$ cat src/bdc_regs.svh
`ifndef BDC_REGS_SVH
`define BDC_REGS_SVH
// Operation
// RQ1: register resets only on backup-domain reset
// RQ2: protected fields need backup write enable; the code writes drive strength (bits 4:3) without it
// RQ3: bit 0 turns slow oscillator on
// RQ4: bit 1 shows slow clock stable
// RQ5: bit 2 selects bypass external clock
// RQ6: bits 4:3 set oscillator drive strength
// RQ7: drive strength returns to default on reset
// RQ8: bits 9:8 select calendar clock source
// RQ9: source change needs backup reset first
// RQ10: bit 15 gates calendar clock
// RQ11: bit 16 holds backup domain in reset
// RQ12: soft reset touches oscillator, calendar, register
// RQ13: byte, half and word access, 0-3 waits
// RQ14: back-to-back access inserts wait states

// ----------------------------------------
// register map
// ----------------------------------------
`define BDC_ADDR_W      8
`define BDC_CTRL_OFF    8'h20
`define BDC_STAT_OFF    8'h40
`define BDC_MASK_OFF    8'h44
`define BDC_CTRL_RST    32'h00000018

// ----------------------------------------
// control field positions
// ----------------------------------------
`define BDC_EN_BIT      0
`define BDC_RDY_BIT     1
`define BDC_BYP_BIT     2
`define BDC_DRV_LO      3
`define BDC_DRV_HI      4
`define BDC_SEL_LO      8
`define BDC_SEL_HI      9
`define BDC_GATE_BIT    15
`define BDC_SRST_BIT    16
`define BDC_DRV_RST     2'h3
`define BDC_SEL_RST     2'h0

// ----------------------------------------
// events and bus timing
// ----------------------------------------
`define BDC_EVT_W       3
`define BDC_EVT_RISE    0
`define BDC_EVT_FALL    1
`define BDC_EVT_REFUSE  2
`define BDC_BASE_WAITS  2'h0
`define BDC_BACK_WAITS  2'h2
`endif

$ cat src/bdc_pkg.sv
package bdc_pkg;
  typedef enum logic [1:0] {
    BUS_IDLE = 2'b00,
    BUS_WAIT = 2'b01,
    BUS_RESP = 2'b11,
    BUS_LAST = 2'b10
  } bus_state_t;

  typedef enum logic [1:0] {
    SRC_NONE     = 2'b00,
    SRC_SLOW_EXT = 2'b01,
    SRC_SLOW_INT = 2'b10,
    SRC_FAST_EXT = 2'b11
  } rtc_src_t;
endpackage

$ cat src/backup_domain_clock_control.sv
// Chosen here: the APB interface to the registers.
`timescale 1ns/1ps
`include "bdc_regs.svh"

module backup_domain_clock_control (
  input  wire logic                     core_clk,
  input  wire logic                     arst_n,
  input  wire logic                     psel,
  input  wire logic                     penable,
  input  wire logic                     pwrite,
  input  wire logic [`BDC_ADDR_W-1:0]   paddr,
  input  wire logic [31:0]              pwdata,
  input  wire logic [3:0]               pstrb,
  output logic      [31:0]              prdata,
  output logic                          pready,
  output logic                          pslverr,
  input  wire logic                     backupWriteEnable,
  input  wire logic                     slowExtStablePin,
  input  wire logic                     slowExtTick,
  input  wire logic                     slowIntTick,
  input  wire logic                     fastExtTick,
  output logic                          slowExtOscEnable,
  output logic                          slowExtBypassSelect,
  output logic      [1:0]               slowExtDriveStrength,
  output logic                          calendarTick,
  output logic                          backupDomainSoftReset,
  output logic                          irq
);

  // ----------------------------------------
  // bus decode
  // ----------------------------------------
  bdc_pkg::bus_state_t busSt_r;
  bdc_pkg::bus_state_t busSt_nxt;
  logic [1:0]  waitCnt_r;
  logic [1:0]  waitCnt_nxt;
  logic        pready_r;
  logic        pslverr_r;
  logic [31:0] prdata_r;

  wire setupPh = psel & ~penable;
  wire accessPh = psel & penable;
  wire done = accessPh & pready_r;
  wire selCtrl = (paddr[7:2] == 6'(`BDC_CTRL_OFF >> 2));
  wire selStat = (paddr[7:2] == 6'(`BDC_STAT_OFF >> 2));
  wire selMask = (paddr[7:2] == 6'(`BDC_MASK_OFF >> 2));
  wire mapped = selCtrl | selStat | selMask;
  wire wrDone = done & pwrite & mapped;
  wire wrCtrl = wrDone & selCtrl;
  wire wrStat = wrDone & selStat;
  wire wrMask = wrDone & selMask;

  // byte lanes turn into a per-bit write mask
  logic [31:0] laneMask;
  genvar gi;
  generate
    for (gi = 0; gi < 4; gi = gi + 1) begin : g_lane
      assign laneMask[8*gi +: 8] = {8{pstrb[gi]}}; // RQ13
    end
  endgenerate
  wire [31:0] wBits = pwdata & laneMask;

  // ----------------------------------------
  // control fields
  // ----------------------------------------
  logic       oscEn_r;
  logic       bypass_r;
  logic [1:0] drive_r;
  logic [1:0] srcSel_r;
  logic       gate_r;
  logic       softRst_r;
  logic       ready_r;

  wire allowProt = backupWriteEnable; // RQ2
  wire srcFree = (srcSel_r == `BDC_SEL_RST);
  wire lane0 = pstrb[0];
  wire lane1 = pstrb[1];
  wire lane2 = pstrb[2];

  wire wrEn = wrCtrl & lane0 & allowProt & ~softRst_r;
  wire wrByp = wrCtrl & lane0 & allowProt & ~softRst_r;
  wire wrDrv = wrCtrl & lane0 & ~softRst_r;
  wire wrGate = wrCtrl & lane1 & allowProt & ~softRst_r;
  // source only changes from the unconfigured state
  wire wrSrc = wrCtrl & lane1 & allowProt & ~softRst_r & srcFree; // RQ9
  wire wrSrst = wrCtrl & lane2;

  wire [1:0] newSrc = wBits[`BDC_SEL_HI:`BDC_SEL_LO];
  wire protTouched = lane0 | lane1;
  wire srcRefused = wrCtrl & lane1 & ~srcFree & (newSrc != srcSel_r);
  wire refused = (wrCtrl & protTouched & ~allowProt) | srcRefused;

  // arst_n is the backup-domain reset; system reset is not wired here
  always_ff @(posedge core_clk or negedge arst_n) begin // RQ1
    if (!arst_n) begin
      softRst_r <= 1'b0;
    end else if (wrSrst) begin
      softRst_r <= wBits[`BDC_SRST_BIT]; // RQ11
    end
  end

  always_ff @(posedge core_clk or negedge arst_n) begin
    if (!arst_n) begin
      oscEn_r  <= 1'b0;
      bypass_r <= 1'b0;
      drive_r  <= `BDC_DRV_RST;
      srcSel_r <= `BDC_SEL_RST;
      gate_r   <= 1'b0;
    end else if (softRst_r) begin // RQ11 RQ12
      oscEn_r  <= 1'b0;
      bypass_r <= 1'b0;
      drive_r  <= `BDC_DRV_RST; // RQ7
      srcSel_r <= `BDC_SEL_RST;
      gate_r   <= 1'b0;
    end else begin
      if (wrEn) begin
        oscEn_r <= wBits[`BDC_EN_BIT]; // RQ3
      end
      if (wrByp) begin
        bypass_r <= wBits[`BDC_BYP_BIT]; // RQ5
      end
      if (wrDrv) begin
        drive_r <= wBits[`BDC_DRV_HI:`BDC_DRV_LO]; // RQ6
      end
      if (wrSrc) begin
        srcSel_r <= newSrc; // RQ8
      end
      if (wrGate) begin
        gate_r <= wBits[`BDC_GATE_BIT]; // RQ10
      end
    end
  end

  // ----------------------------------------
  // oscillator ready
  // ----------------------------------------
  // stable pin is analog-side, so three stages, and the filter follows only when stages 2 and 3 agree
  logic stableS1_r;
  logic stableS2_r;
  logic stableS3_r;
  logic stableFilt_r;

  always_ff @(posedge core_clk or negedge arst_n) begin
    if (!arst_n) begin
      stableS1_r <= 1'b0;
      stableS2_r <= 1'b0;
      stableS3_r <= 1'b0;
    end else begin
      stableS1_r <= slowExtStablePin;
      stableS2_r <= stableS1_r;
      stableS3_r <= stableS2_r;
    end
  end

  always_ff @(posedge core_clk or negedge arst_n) begin
    if (!arst_n) begin
      stableFilt_r <= 1'b0;
    end else if (stableS2_r == stableS3_r) begin
      stableFilt_r <= stableS3_r;
    end
  end

  // a disabled or resetting oscillator never reports ready
  wire ready_nxt = stableFilt_r & oscEn_r & ~softRst_r;

  always_ff @(posedge core_clk or negedge arst_n) begin
    if (!arst_n) begin
      ready_r <= 1'b0;
    end else begin
      ready_r <= ready_nxt; // RQ4
    end
  end

  // ----------------------------------------
  // calendar clock enable
  // ----------------------------------------
  logic calTick_r;
  logic tickSel;

  always_comb begin
    unique case (bdc_pkg::rtc_src_t'(srcSel_r))
      bdc_pkg::SRC_NONE:     tickSel = 1'b0;
      bdc_pkg::SRC_SLOW_EXT: tickSel = slowExtTick;
      bdc_pkg::SRC_SLOW_INT: tickSel = slowIntTick;
      bdc_pkg::SRC_FAST_EXT: tickSel = fastExtTick;
    endcase
  end

  always_ff @(posedge core_clk or negedge arst_n) begin
    if (!arst_n) begin
      calTick_r <= 1'b0;
    end else begin
      calTick_r <= tickSel & gate_r & ~softRst_r; // RQ10 RQ8
    end
  end

  // ----------------------------------------
  // events and interrupt
  // ----------------------------------------
  logic [`BDC_EVT_W-1:0] status_r;
  logic [`BDC_EVT_W-1:0] mask_r;
  logic                  irq_r;
  logic [`BDC_EVT_W-1:0] evt;

  always_comb begin
    evt = '0;
    evt[`BDC_EVT_RISE]   = ready_nxt & ~ready_r;
    evt[`BDC_EVT_FALL]   = ~ready_nxt & ready_r;
    evt[`BDC_EVT_REFUSE] = refused;
  end

  wire [`BDC_EVT_W-1:0] clrBits = wrStat & lane0 ? wBits[`BDC_EVT_W-1:0] : '0;
  // set beats clear in the same cycle
  wire [`BDC_EVT_W-1:0] status_nxt = (status_r & ~clrBits) | evt;

  always_ff @(posedge core_clk or negedge arst_n) begin
    if (!arst_n) begin
      status_r <= '0;
      mask_r   <= '0;
      irq_r    <= 1'b0;
    end else begin
      status_r <= status_nxt;
      if (wrMask & lane0) begin
        mask_r <= wBits[`BDC_EVT_W-1:0];
      end
      irq_r <= |(status_nxt & mask_r);
    end
  end

  // ----------------------------------------
  // read data
  // ----------------------------------------
  logic [31:0] ctrlView;

  always_comb begin
    ctrlView = '0;
    ctrlView[`BDC_EN_BIT] = oscEn_r;
    ctrlView[`BDC_RDY_BIT] = ready_r;
    ctrlView[`BDC_BYP_BIT] = bypass_r;
    ctrlView[`BDC_DRV_HI:`BDC_DRV_LO] = drive_r;
    ctrlView[`BDC_SEL_HI:`BDC_SEL_LO] = srcSel_r;
    ctrlView[`BDC_GATE_BIT] = gate_r;
    ctrlView[`BDC_SRST_BIT] = softRst_r;
  end

  wire [31:0] rdMux = selCtrl ? ctrlView :
                      selStat ? {29'h0, status_r} :
                      selMask ? {29'h0, mask_r} : 32'h0;

  // ----------------------------------------
  // bus sequencer
  // ----------------------------------------
  // a setup right after a completion costs extra waits
  wire [1:0] waitsIdle = `BDC_BASE_WAITS; // RQ13
  wire [1:0] waitsBack = `BDC_BACK_WAITS; // RQ14
  wire [1:0] waitsLoad = (busSt_r == bdc_pkg::BUS_LAST) ? waitsBack : waitsIdle;
  wire goResp = (busSt_nxt == bdc_pkg::BUS_RESP) && (busSt_r != bdc_pkg::BUS_RESP);

  always_comb begin
    busSt_nxt = busSt_r;
    waitCnt_nxt = waitCnt_r;
    unique case (busSt_r)
      bdc_pkg::BUS_IDLE, bdc_pkg::BUS_LAST: begin
        busSt_nxt = bdc_pkg::BUS_IDLE;
        if (setupPh) begin
          waitCnt_nxt = waitsLoad;
          busSt_nxt = (waitsLoad == 2'h0) ? bdc_pkg::BUS_RESP : bdc_pkg::BUS_WAIT;
        end
      end
      bdc_pkg::BUS_WAIT: begin
        if (accessPh) begin
          waitCnt_nxt = waitCnt_r - 2'h1;
          if (waitCnt_r == 2'h1) begin
            busSt_nxt = bdc_pkg::BUS_RESP;
          end
        end
      end
      bdc_pkg::BUS_RESP: begin
        if (done) begin
          busSt_nxt = bdc_pkg::BUS_LAST;
        end
      end
    endcase
  end

  always_ff @(posedge core_clk or negedge arst_n) begin
    if (!arst_n) begin
      busSt_r   <= bdc_pkg::BUS_IDLE;
      waitCnt_r <= 2'h0;
    end else begin
      busSt_r   <= busSt_nxt;
      waitCnt_r <= waitCnt_nxt;
    end
  end

  always_ff @(posedge core_clk or negedge arst_n) begin
    if (!arst_n) begin
      pready_r  <= 1'b0;
      pslverr_r <= 1'b0;
      prdata_r  <= 32'h0;
    end else begin
      pready_r <= (busSt_nxt == bdc_pkg::BUS_RESP);
      if (goResp) begin
        pslverr_r <= ~mapped;
        prdata_r  <= pwrite ? 32'h0 : rdMux;
      end else if (done) begin
        pslverr_r <= 1'b0;
        prdata_r  <= 32'h0;
      end
    end
  end

  // ----------------------------------------
  // outputs
  // ----------------------------------------
  assign prdata = prdata_r;
  assign pready = pready_r;
  assign pslverr = pslverr_r;
  assign slowExtOscEnable = oscEn_r; // RQ3
  assign slowExtBypassSelect = bypass_r; // RQ5
  assign slowExtDriveStrength = drive_r; // RQ6
  assign calendarTick = calTick_r;
  assign backupDomainSoftReset = softRst_r; // RQ11
  assign irq = irq_r;

endmodule // backup_domain_clock_control

$ cat config.mk
export PLATFORM = sky130hd
export DESIGN_NAME = backup_domain_clock_control
export DESIGN_NICKNAME = d
export VERILOG_FILES = /design/src/bdc_pkg.sv /design/src/backup_domain_clock_control.sv
export VERILOG_INCLUDE_DIRS = /design/src
export SDC_FILE = /design/constraint.sdc
export NUM_CORES = 1
export LEC_CHECK = 0
export BUFFER_PORTS_ARGS = -buffer_cell sky130_fd_sc_hd__buf_4
export CAP_MARGIN = 20
export CORE_MARGIN = 2
export CORE_UTILIZATION = 41
export DETAILED_ROUTE_END_ITERATION = 10
export PLACE_DENSITY = 0.76
export SYNTH_ARGS = -nofsm -noshare
export SYNTH_HDL_FRONTEND = slang
export SYNTH_SLANG_ARGS = --single-unit
$ cat constraint.sdc
create_clock -name core_clk -period 1.55 [get_ports core_clk]
set_input_delay 0 -clock core_clk [delete_from_list [all_inputs] [get_ports core_clk]]
set_output_delay 0 -clock core_clk [all_outputs]
set_load 0.005 [all_outputs]
==> results of run 1 <==
==> where the power goes <==
part / switching [mW] / total, mW / internal [mW]
logic: 0.293 / 0.646 / 0.353
clock network: 0.329 / 0.806 / 0.477
registers: 0.0840 / 1.14 / 1.05
total: 0.706 / 2.59 / 1.88
==> metal layers <==
| layer | global-route usage (%) | vias to the layer above | routed length, µm |
|---|---|---|---|
| met3 | 4.44 | 2 | 200 |
| met5 | 0 | - | 0 |
| met4 | 5.66 | 0 | 38 |
| li1 | - | 722 | - |
| met2 | 25.7 | 41 | 1940 |
| met1 | 21.5 | 717 | 1830 |
==> worst paths after layout <==
check,from,to,depth (start not counted)
worst min-delay path,penable,busSt_r[0]$_DFF_PN0_,2
max in group asynchronous,arst_n,slowExtDriveStrength[1]$_DFFE_PN1P_,2
worst min register to register,stableS1_r$_DFF_PN0_,stableS2_r$_DFF_PN0_,0
worst max register to register,pready$_DFF_PN0_,gate_r$_DFFE_PN0P_,5
worst max-delay path,pready$_DFF_PN0_,gate_r$_DFFE_PN0P_,5
min in group asynchronous,arst_n,backupDomainSoftReset$_DFFE_PN0P_,2
==> synthesized netlist by cell type, types with 4 or more instances <==
master	number
sky130_fd_sc_hd__nand2_1	11
sky130_fd_sc_hd__nand2b_1	4
sky130_fd_sc_hd__a22o_1	10
sky130_fd_sc_hd__a21oi_1	4
sky130_fd_sc_hd__buf_4	24
sky130_fd_sc_hd__dfrtp_1	34
sky130_fd_sc_hd__inv_1	8
sky130_fd_sc_hd__o21ai_0	11
sky130_fd_sc_hd__nand3_1	7
sky130_fd_sc_hd__mux2i_1	7
sky130_fd_sc_hd__nor2_1	11
sky130_fd_sc_hd__mux2_2	4
==> cell usage in the layout, fill, tap and decap left out, drive strengths merged, types with 2 or more instances in the layout <==
cell,instances
nand2,11
dfstp,2
o21ba,2
mux2i,7
nand4,2
buf,60
o21ai,13
clkbuf,6
nand3,7
a31oi,2
a21o,2
a21oi,4
and3,4
conb,23
nand3b,2
dlygate4sd3,9
a22o,10
o2bb2ai,2
nor2,11
inv,8
a211o,3
nand2b,4
nor4,2
and2,3
dfrtp,34
mux2,4
==> state kept, by name, indices dropped and copies added (netlist names), 2 cells and up <==
register              count
prdata                    9
status_r                  3
slowExtDriveStrength      2
busSt_r                   2
waitCnt_r                 2
mask_r                    3
srcSel_r                  2
==> through the flow <==
| step | std cells | hold WS (ns) |
|---|---|---|
| CTS | 300 | 0.00367 |
| global route | 302 | 0.0146 |
| floorplan | 202 | -0.296 |
| finish | 302 | 0.00676 |
| detailed placement | 282 | -0.0162 |
| global placement | 282 | -0.0169 |
==> cells by family (layout without fill, tap and decap cells) <==
logic type                 after synthesis  after routing  share of synthesized area (%)
and+or+nand+nor                         52             52                           16.9
AOI/OAI and AO/OA                       41             41                           15.6
buffers and inverters                   37             85                           12.2
DFF                                     36             36                           47.8
muxes                                   11             11                           6.08
adders and majority gates                2              2                           1.19
other                                    1             23                          0.198
==> critical path, delay by kind of cell (launching register included) <==
kind | cells | cell delay (ns)
flops | 1 | 0.39
mux | 1 | 0.19
simple gates | 4 | 0.80
==> cell type report <==
cell class / count / area [µm²]
Clock buffer: 6 / 72.6
Clock inverter: 2 / 35.0
Fill cell: 388 / 1890
Inverter: 8 / 30.0
Multi-Input combinational cell: 129 / 882
Sequential cell: 36 / 903
Tap cell: 52 / 65.1
Timing Repair Buffer: 69 / 541
==> timing repair <==
| action | 4_1_cts | 5_1_grt |
|---|---|---|
| resized for setup | 1 | 7 |
| buffers inserted | 1 | 2 |
| hold buffers | 9 | 0 |
| pin swaps | 1 | 6 |
| endpoints found under the hold margin | 44 | 0 |
| endpoints found under the setup margin | 9 | 16 |
==> flow_summary.yaml, run 1 <==
clocking:
  clk_pin_slew_worst_paths_ns: 0.07
  root_buffer_master: "sky130_fd_sc_hd__clkbuf_8"
  cts.htree.levels: 2
  cts_max_path_buffers: 2
  insertion_delay_ns: 0.29
  clkSinkCount: 36
  cts_inserted_buffers: 5
  cts_tree: "built"
grt:
  antenna_found_initial: 0
  via_count_of_the_first_global_routing_pass: 1338
  global_route.usage.total_pct: 16.2
  global_route_wire_length_before_repair_um: 6360
  global_route_congestion_overflow_total: 0
  maximum_number_of_pins_on_one_net_before_global_route_repair: 37
sta:
  finalClockSkew_ns: 0.00419
  rsz_0062_raised_after_global_routing: "true"
  slew_violations: 0
  fin_tns_setup_ns: 0
  part_of_the_cycle_the_worst_path_needs_pct: 96.4
  timing_hold_violations_final: 0
  setup_viol_count_final: 0
  fmax_mhz: 669
  fin_ws_ns: 0.0559
  final.min_clock_period_ns: 1.49
yosys:
  synth_seq_cells: 36
  async_sr_flop_fraction_pct: 100
  cell_types_with_the_largest_area_share_after_synthesis: "sky130_fd_sc_hd__dfrtp_1 (45%), sky130_fd_sc_hd__buf_4 (9.5%), sky130_fd_sc_hd__a22o_1 (4.6%), sky130_fd_sc_hd__mux2i_1 (3.7%), sky130_fd_sc_hd__o21ai_0 (2.9%)"
  synth_enable_flop_cells: 0
  synth-main-ff-cell: "sky130_fd_sc_hd__dfrtp_1"
  synth_top_cell_area_share_pct: 45.0
  synthesis.area_per_instance_um2: 10.5
  yosysWarningCount: 0
  netlist_instances: 180
  synth_top_area_cell: "sky130_fd_sc_hd__dfrtp_1"
  ys_types: 42
  summed_instance_area_of_the_synthesized_netlist_um2: 1890
  yosysSeqAreaShare_pct: 47.8
routing:
  detailedRoute.firstIterationViolations: 111
  vias_per_cell: 4.91
  avgRoutedWirePerCell_um: 13.3
  count_of_tritonroute_iterations_in_the_first_routing_pass: 4
  detail-route-antenna-nets: 0
  finalWirelength_um: 4010
  route.detailed.drc: 0
  count_of_vias_placed_by_the_detailed_router: 1482
placement:
  placement.setup.worst_slack_ns: -0.0347
  place.detailed.hpwl_um: 3070
  io_buffers: 45
  replace_congestion: 0.809
  postPlaceCellArea_um2: 2290
critical_path:
  setup.worst_path.start_class: "flop"
  cp_max_fo: 4
  cells_along_the_critical_path: "nand4_4 -> nor4_4 -> and3_4 -> mux2i_1 -> nor2_1"
  r2r_slack_ns: 0.06
  critical-path-slowest-cell: "sky130_fd_sc_hd__dfrtp_1"
  critPathKind: "reg2reg"
  critical-path-max-stage-delay_ns: 0.39
  critical_path.endpoint_type: "flop"
  timing.critical_path.arrival_ns: 1.67
  critPathRequiredTime_ns: 1.73
floorplan:
  rows: 24
  core_um2: 4410
  die_w_um: 71.9
  floorplan.initialDensity_pct: 42.9
  ios: 95
  die_h_um: 71.9
  die_area_um2: 5170
cells_and_area:
  finalNetCount: 304
  final_core_density_pct: 57.3
  insertedDiodeCount: 0
  layout_cell_share_with_drive_strength_beyond_1_pct: 36.4
  flow.area_growth_from_synthesis_pct: 33.7
  postLayoutCellArea_um2: 2530
min_path:
  hp-class: "in2reg"
status:
  status: "finished clean"
power_and_ir_drop:
  power_mw: 2.59
  powerDensity_nw_per_um2: 1020
  vdd_drop_max_mv: 0.479
  cellLeakagePower_nw: 1.31
run:
  cap_viol_max_count: 0
(Power assumes the default switching activity.)
==> run 2, diff against run 1 <==
--- a/config.mk
+++ b/config.mk
@@ -9,9 +9,9 @@
 export BUFFER_PORTS_ARGS = -buffer_cell sky130_fd_sc_hd__buf_4
 export CAP_MARGIN = 20
 export CORE_MARGIN = 2
-export CORE_UTILIZATION = 41
+export CORE_UTILIZATION = 32
 export DETAILED_ROUTE_END_ITERATION = 10
-export PLACE_DENSITY = 0.76
+export SKIP_CTS_REPAIR_TIMING = 1
 export SYNTH_ARGS = -nofsm -noshare
 export SYNTH_HDL_FRONTEND = slang
 export SYNTH_SLANG_ARGS = --single-unit
==> flow_summary.yaml, run 2 (same netlist as run 1, synthesis figures left out) <==
min_path:
  hp-class: "in2reg"
cells_and_area:
  postLayoutCellArea_um2: 2580
  flow.area_growth_from_synthesis_pct: 36.2
  insertedDiodeCount: 0
  layout_cell_share_with_drive_strength_beyond_1_pct: 36.8
  number_of_flip_flops_under_the_largest_register_name: 9
  mostFrequentLayoutCells: "sky130_fd_sc_hd__buf_4 (59), sky130_fd_sc_hd__dfrtp_1 (34), sky130_fd_sc_hd__conb_1 (23)"
  finalNetCount: 304
  final_core_density_pct: 44.3
  most_frequent_standard_cell_in_the_layout_excluding_fill_and_tap_cells: "sky130_fd_sc_hd__buf_4"
routing:
  detailedRoute.firstIterationViolations: 80
  route.detailed.drc: 0
  count_of_tritonroute_iterations_in_the_first_routing_pass: 4
  finalWirelength_um: 4140
  detail-route-antenna-nets: 0
  vias_per_cell: 4.49
  avgRoutedWirePerCell_um: 12.7
  count_of_vias_placed_by_the_detailed_router: 1459
floorplan:
  ios: 95
  die_area_um2: 6540
  core_um2: 5820
  die_w_um: 80.9
  die_h_um: 80.9
  rows: 28
  floorplan.initialDensity_pct: 32.5
power_and_ir_drop:
  power_mw: 2.61
  net-switching-power_uw: 711
  powerDensity_nw_per_um2: 1010
  p_sw_share_pct: 27.2
  clkPwrFrac_pct: 31.2
  seqPwrFrac_pct: 43.4
  cellLeakagePower_nw: 1.32
  internal-power_mw: 1.90
  pwr-share-comb_pct: 25.4
  vdd_drop_max_mv: 0.388
placement:
  replace_congestion: 0.755
  io_buffers: 45
  postPlaceCellArea_um2: 2350
  placement.setup.worst_slack_ns: -0.0151
  place.detailed.hpwl_um: 3120
clocking:
  clk_pin_slew_worst_paths_ns: 0.07
  cts.htree.levels: 2
  cts_inserted_buffers: 5
  cts_tree: "built"
  root_buffer_master: "sky130_fd_sc_hd__clkbuf_8"
  clkSinkCount: 36
  insertion_delay_ns: 0.29
  cts_max_path_buffers: 2
grt:
  maximum_number_of_pins_on_one_net_before_global_route_repair: 37
  global_route.usage.total_pct: 13.2
  global_routing_met1_resource_utilization_pct: 17.5
  global_route_congestion_overflow_total: 0
  grt_most_used_layer: "met2"
  global_route_wire_length_before_repair_um: 6400
  globalRouteMet3Util_pct: 4.44
  groute.layer.met2.usage_pct: 19.4
  antenna_found_initial: 0
  via_count_of_the_first_global_routing_pass: 1339
critical_path:
  setup.worst_path.start_class: "flop"
  cp_max_fo: 4
  critPathKind: "reg2reg"
  timing.critical_path.arrival_ns: 1.71
  r2r_slack_ns: 0.03
  critPathRequiredTime_ns: 1.73
  critical_path.endpoint_type: "flop"
status:
  status: "finished clean"
sta:
  fin_ws_ns: 0.0276
  setup_viol_count_final: 0
  fmax_mhz: 657
  finalClockSkew_ns: 0.00701
  final.min_clock_period_ns: 1.52
  slew_violations: 0
  fin_worst_hold_slack_ns: 0.00368
  part_of_the_cycle_the_worst_path_needs_pct: 98.2
  rsz_0062_raised_after_global_routing: "true"
  timing_hold_violations_final: 0
run:
  cap_viol_max_count: 0
-- run 2: worst paths after layout --
path,from,endpoint,cells after the start
hold / removal,penable,busSt_r[0]$_DFF_PN0_,2
setup reg to reg,pready$_DFF_PN0_,gate_r$_DFFE_PN0P_,5
max in group asynchronous,arst_n,slowExtDriveStrength[1]$_DFFE_PN1P_,2
hold reg to reg,stableS1_r$_DFF_PN0_,stableS2_r$_DFF_PN0_,0
min in group asynchronous,arst_n,waitCnt_r[1]$_DFFE_PN0P_,2
setup / recovery,pready$_DFF_PN0_,gate_r$_DFFE_PN0P_,5
-- run 2: layout make-up --
class,count,area (µm²)
fillers,587,3240
flip-flops and latches,36,903
multi-input cells,129,888
repair buffers,69,553
well taps,75,93.8
clock buffers,6,72.6
clock inverters,2,35.0
inverters,8,30.0
-- run 2: power groups by stage --
stage / Sequential, mW / Combinational [mW] / Clock [mW]
6_report: 1.13 / 0.664 / 0.814
5_1_grt: 1.15 / 0.758 / 0.889
4_1_cts: 1.13 / 0.633 / 0.840
3_5_place_dp: 1.14 / 0.631 / 0
3_3_place_gp: 1.14 / 0.625 / 0
2_1_floorplan: 1.14 / 0.354 / 0
-- run 2: through the flow --
stage | TNS, ns | std cells
after global routing | -0.142 | 325
after CTS | -0.200 | 316
after detailed placement | -0.0518 | 308
after floorplan | 0 | 202
final | 0 | 325
after global placement | -0.0235 | 308
-- run 2: routing by layer --
layer | vias up | part of all wire, %
met5 | - | 0
met4 | 0 | 2.2
met3 | 8 | 5.5
met2 | 41 | 46
met1 | 683 | 47
li1 | 727 | -
-- run 2: worst max-delay path, stage by stage (launching register included) --
cell and delay, ns:
sky130_fd_sc_hd__dfrtp_1 0.39, sky130_fd_sc_hd__nand4_4 0.13, sky130_fd_sc_hd__nor4_4 0.38, sky130_fd_sc_hd__and3_4 0.27, sky130_fd_sc_hd__mux2i_1 0.19, sky130_fd_sc_hd__nor2_1 0.05
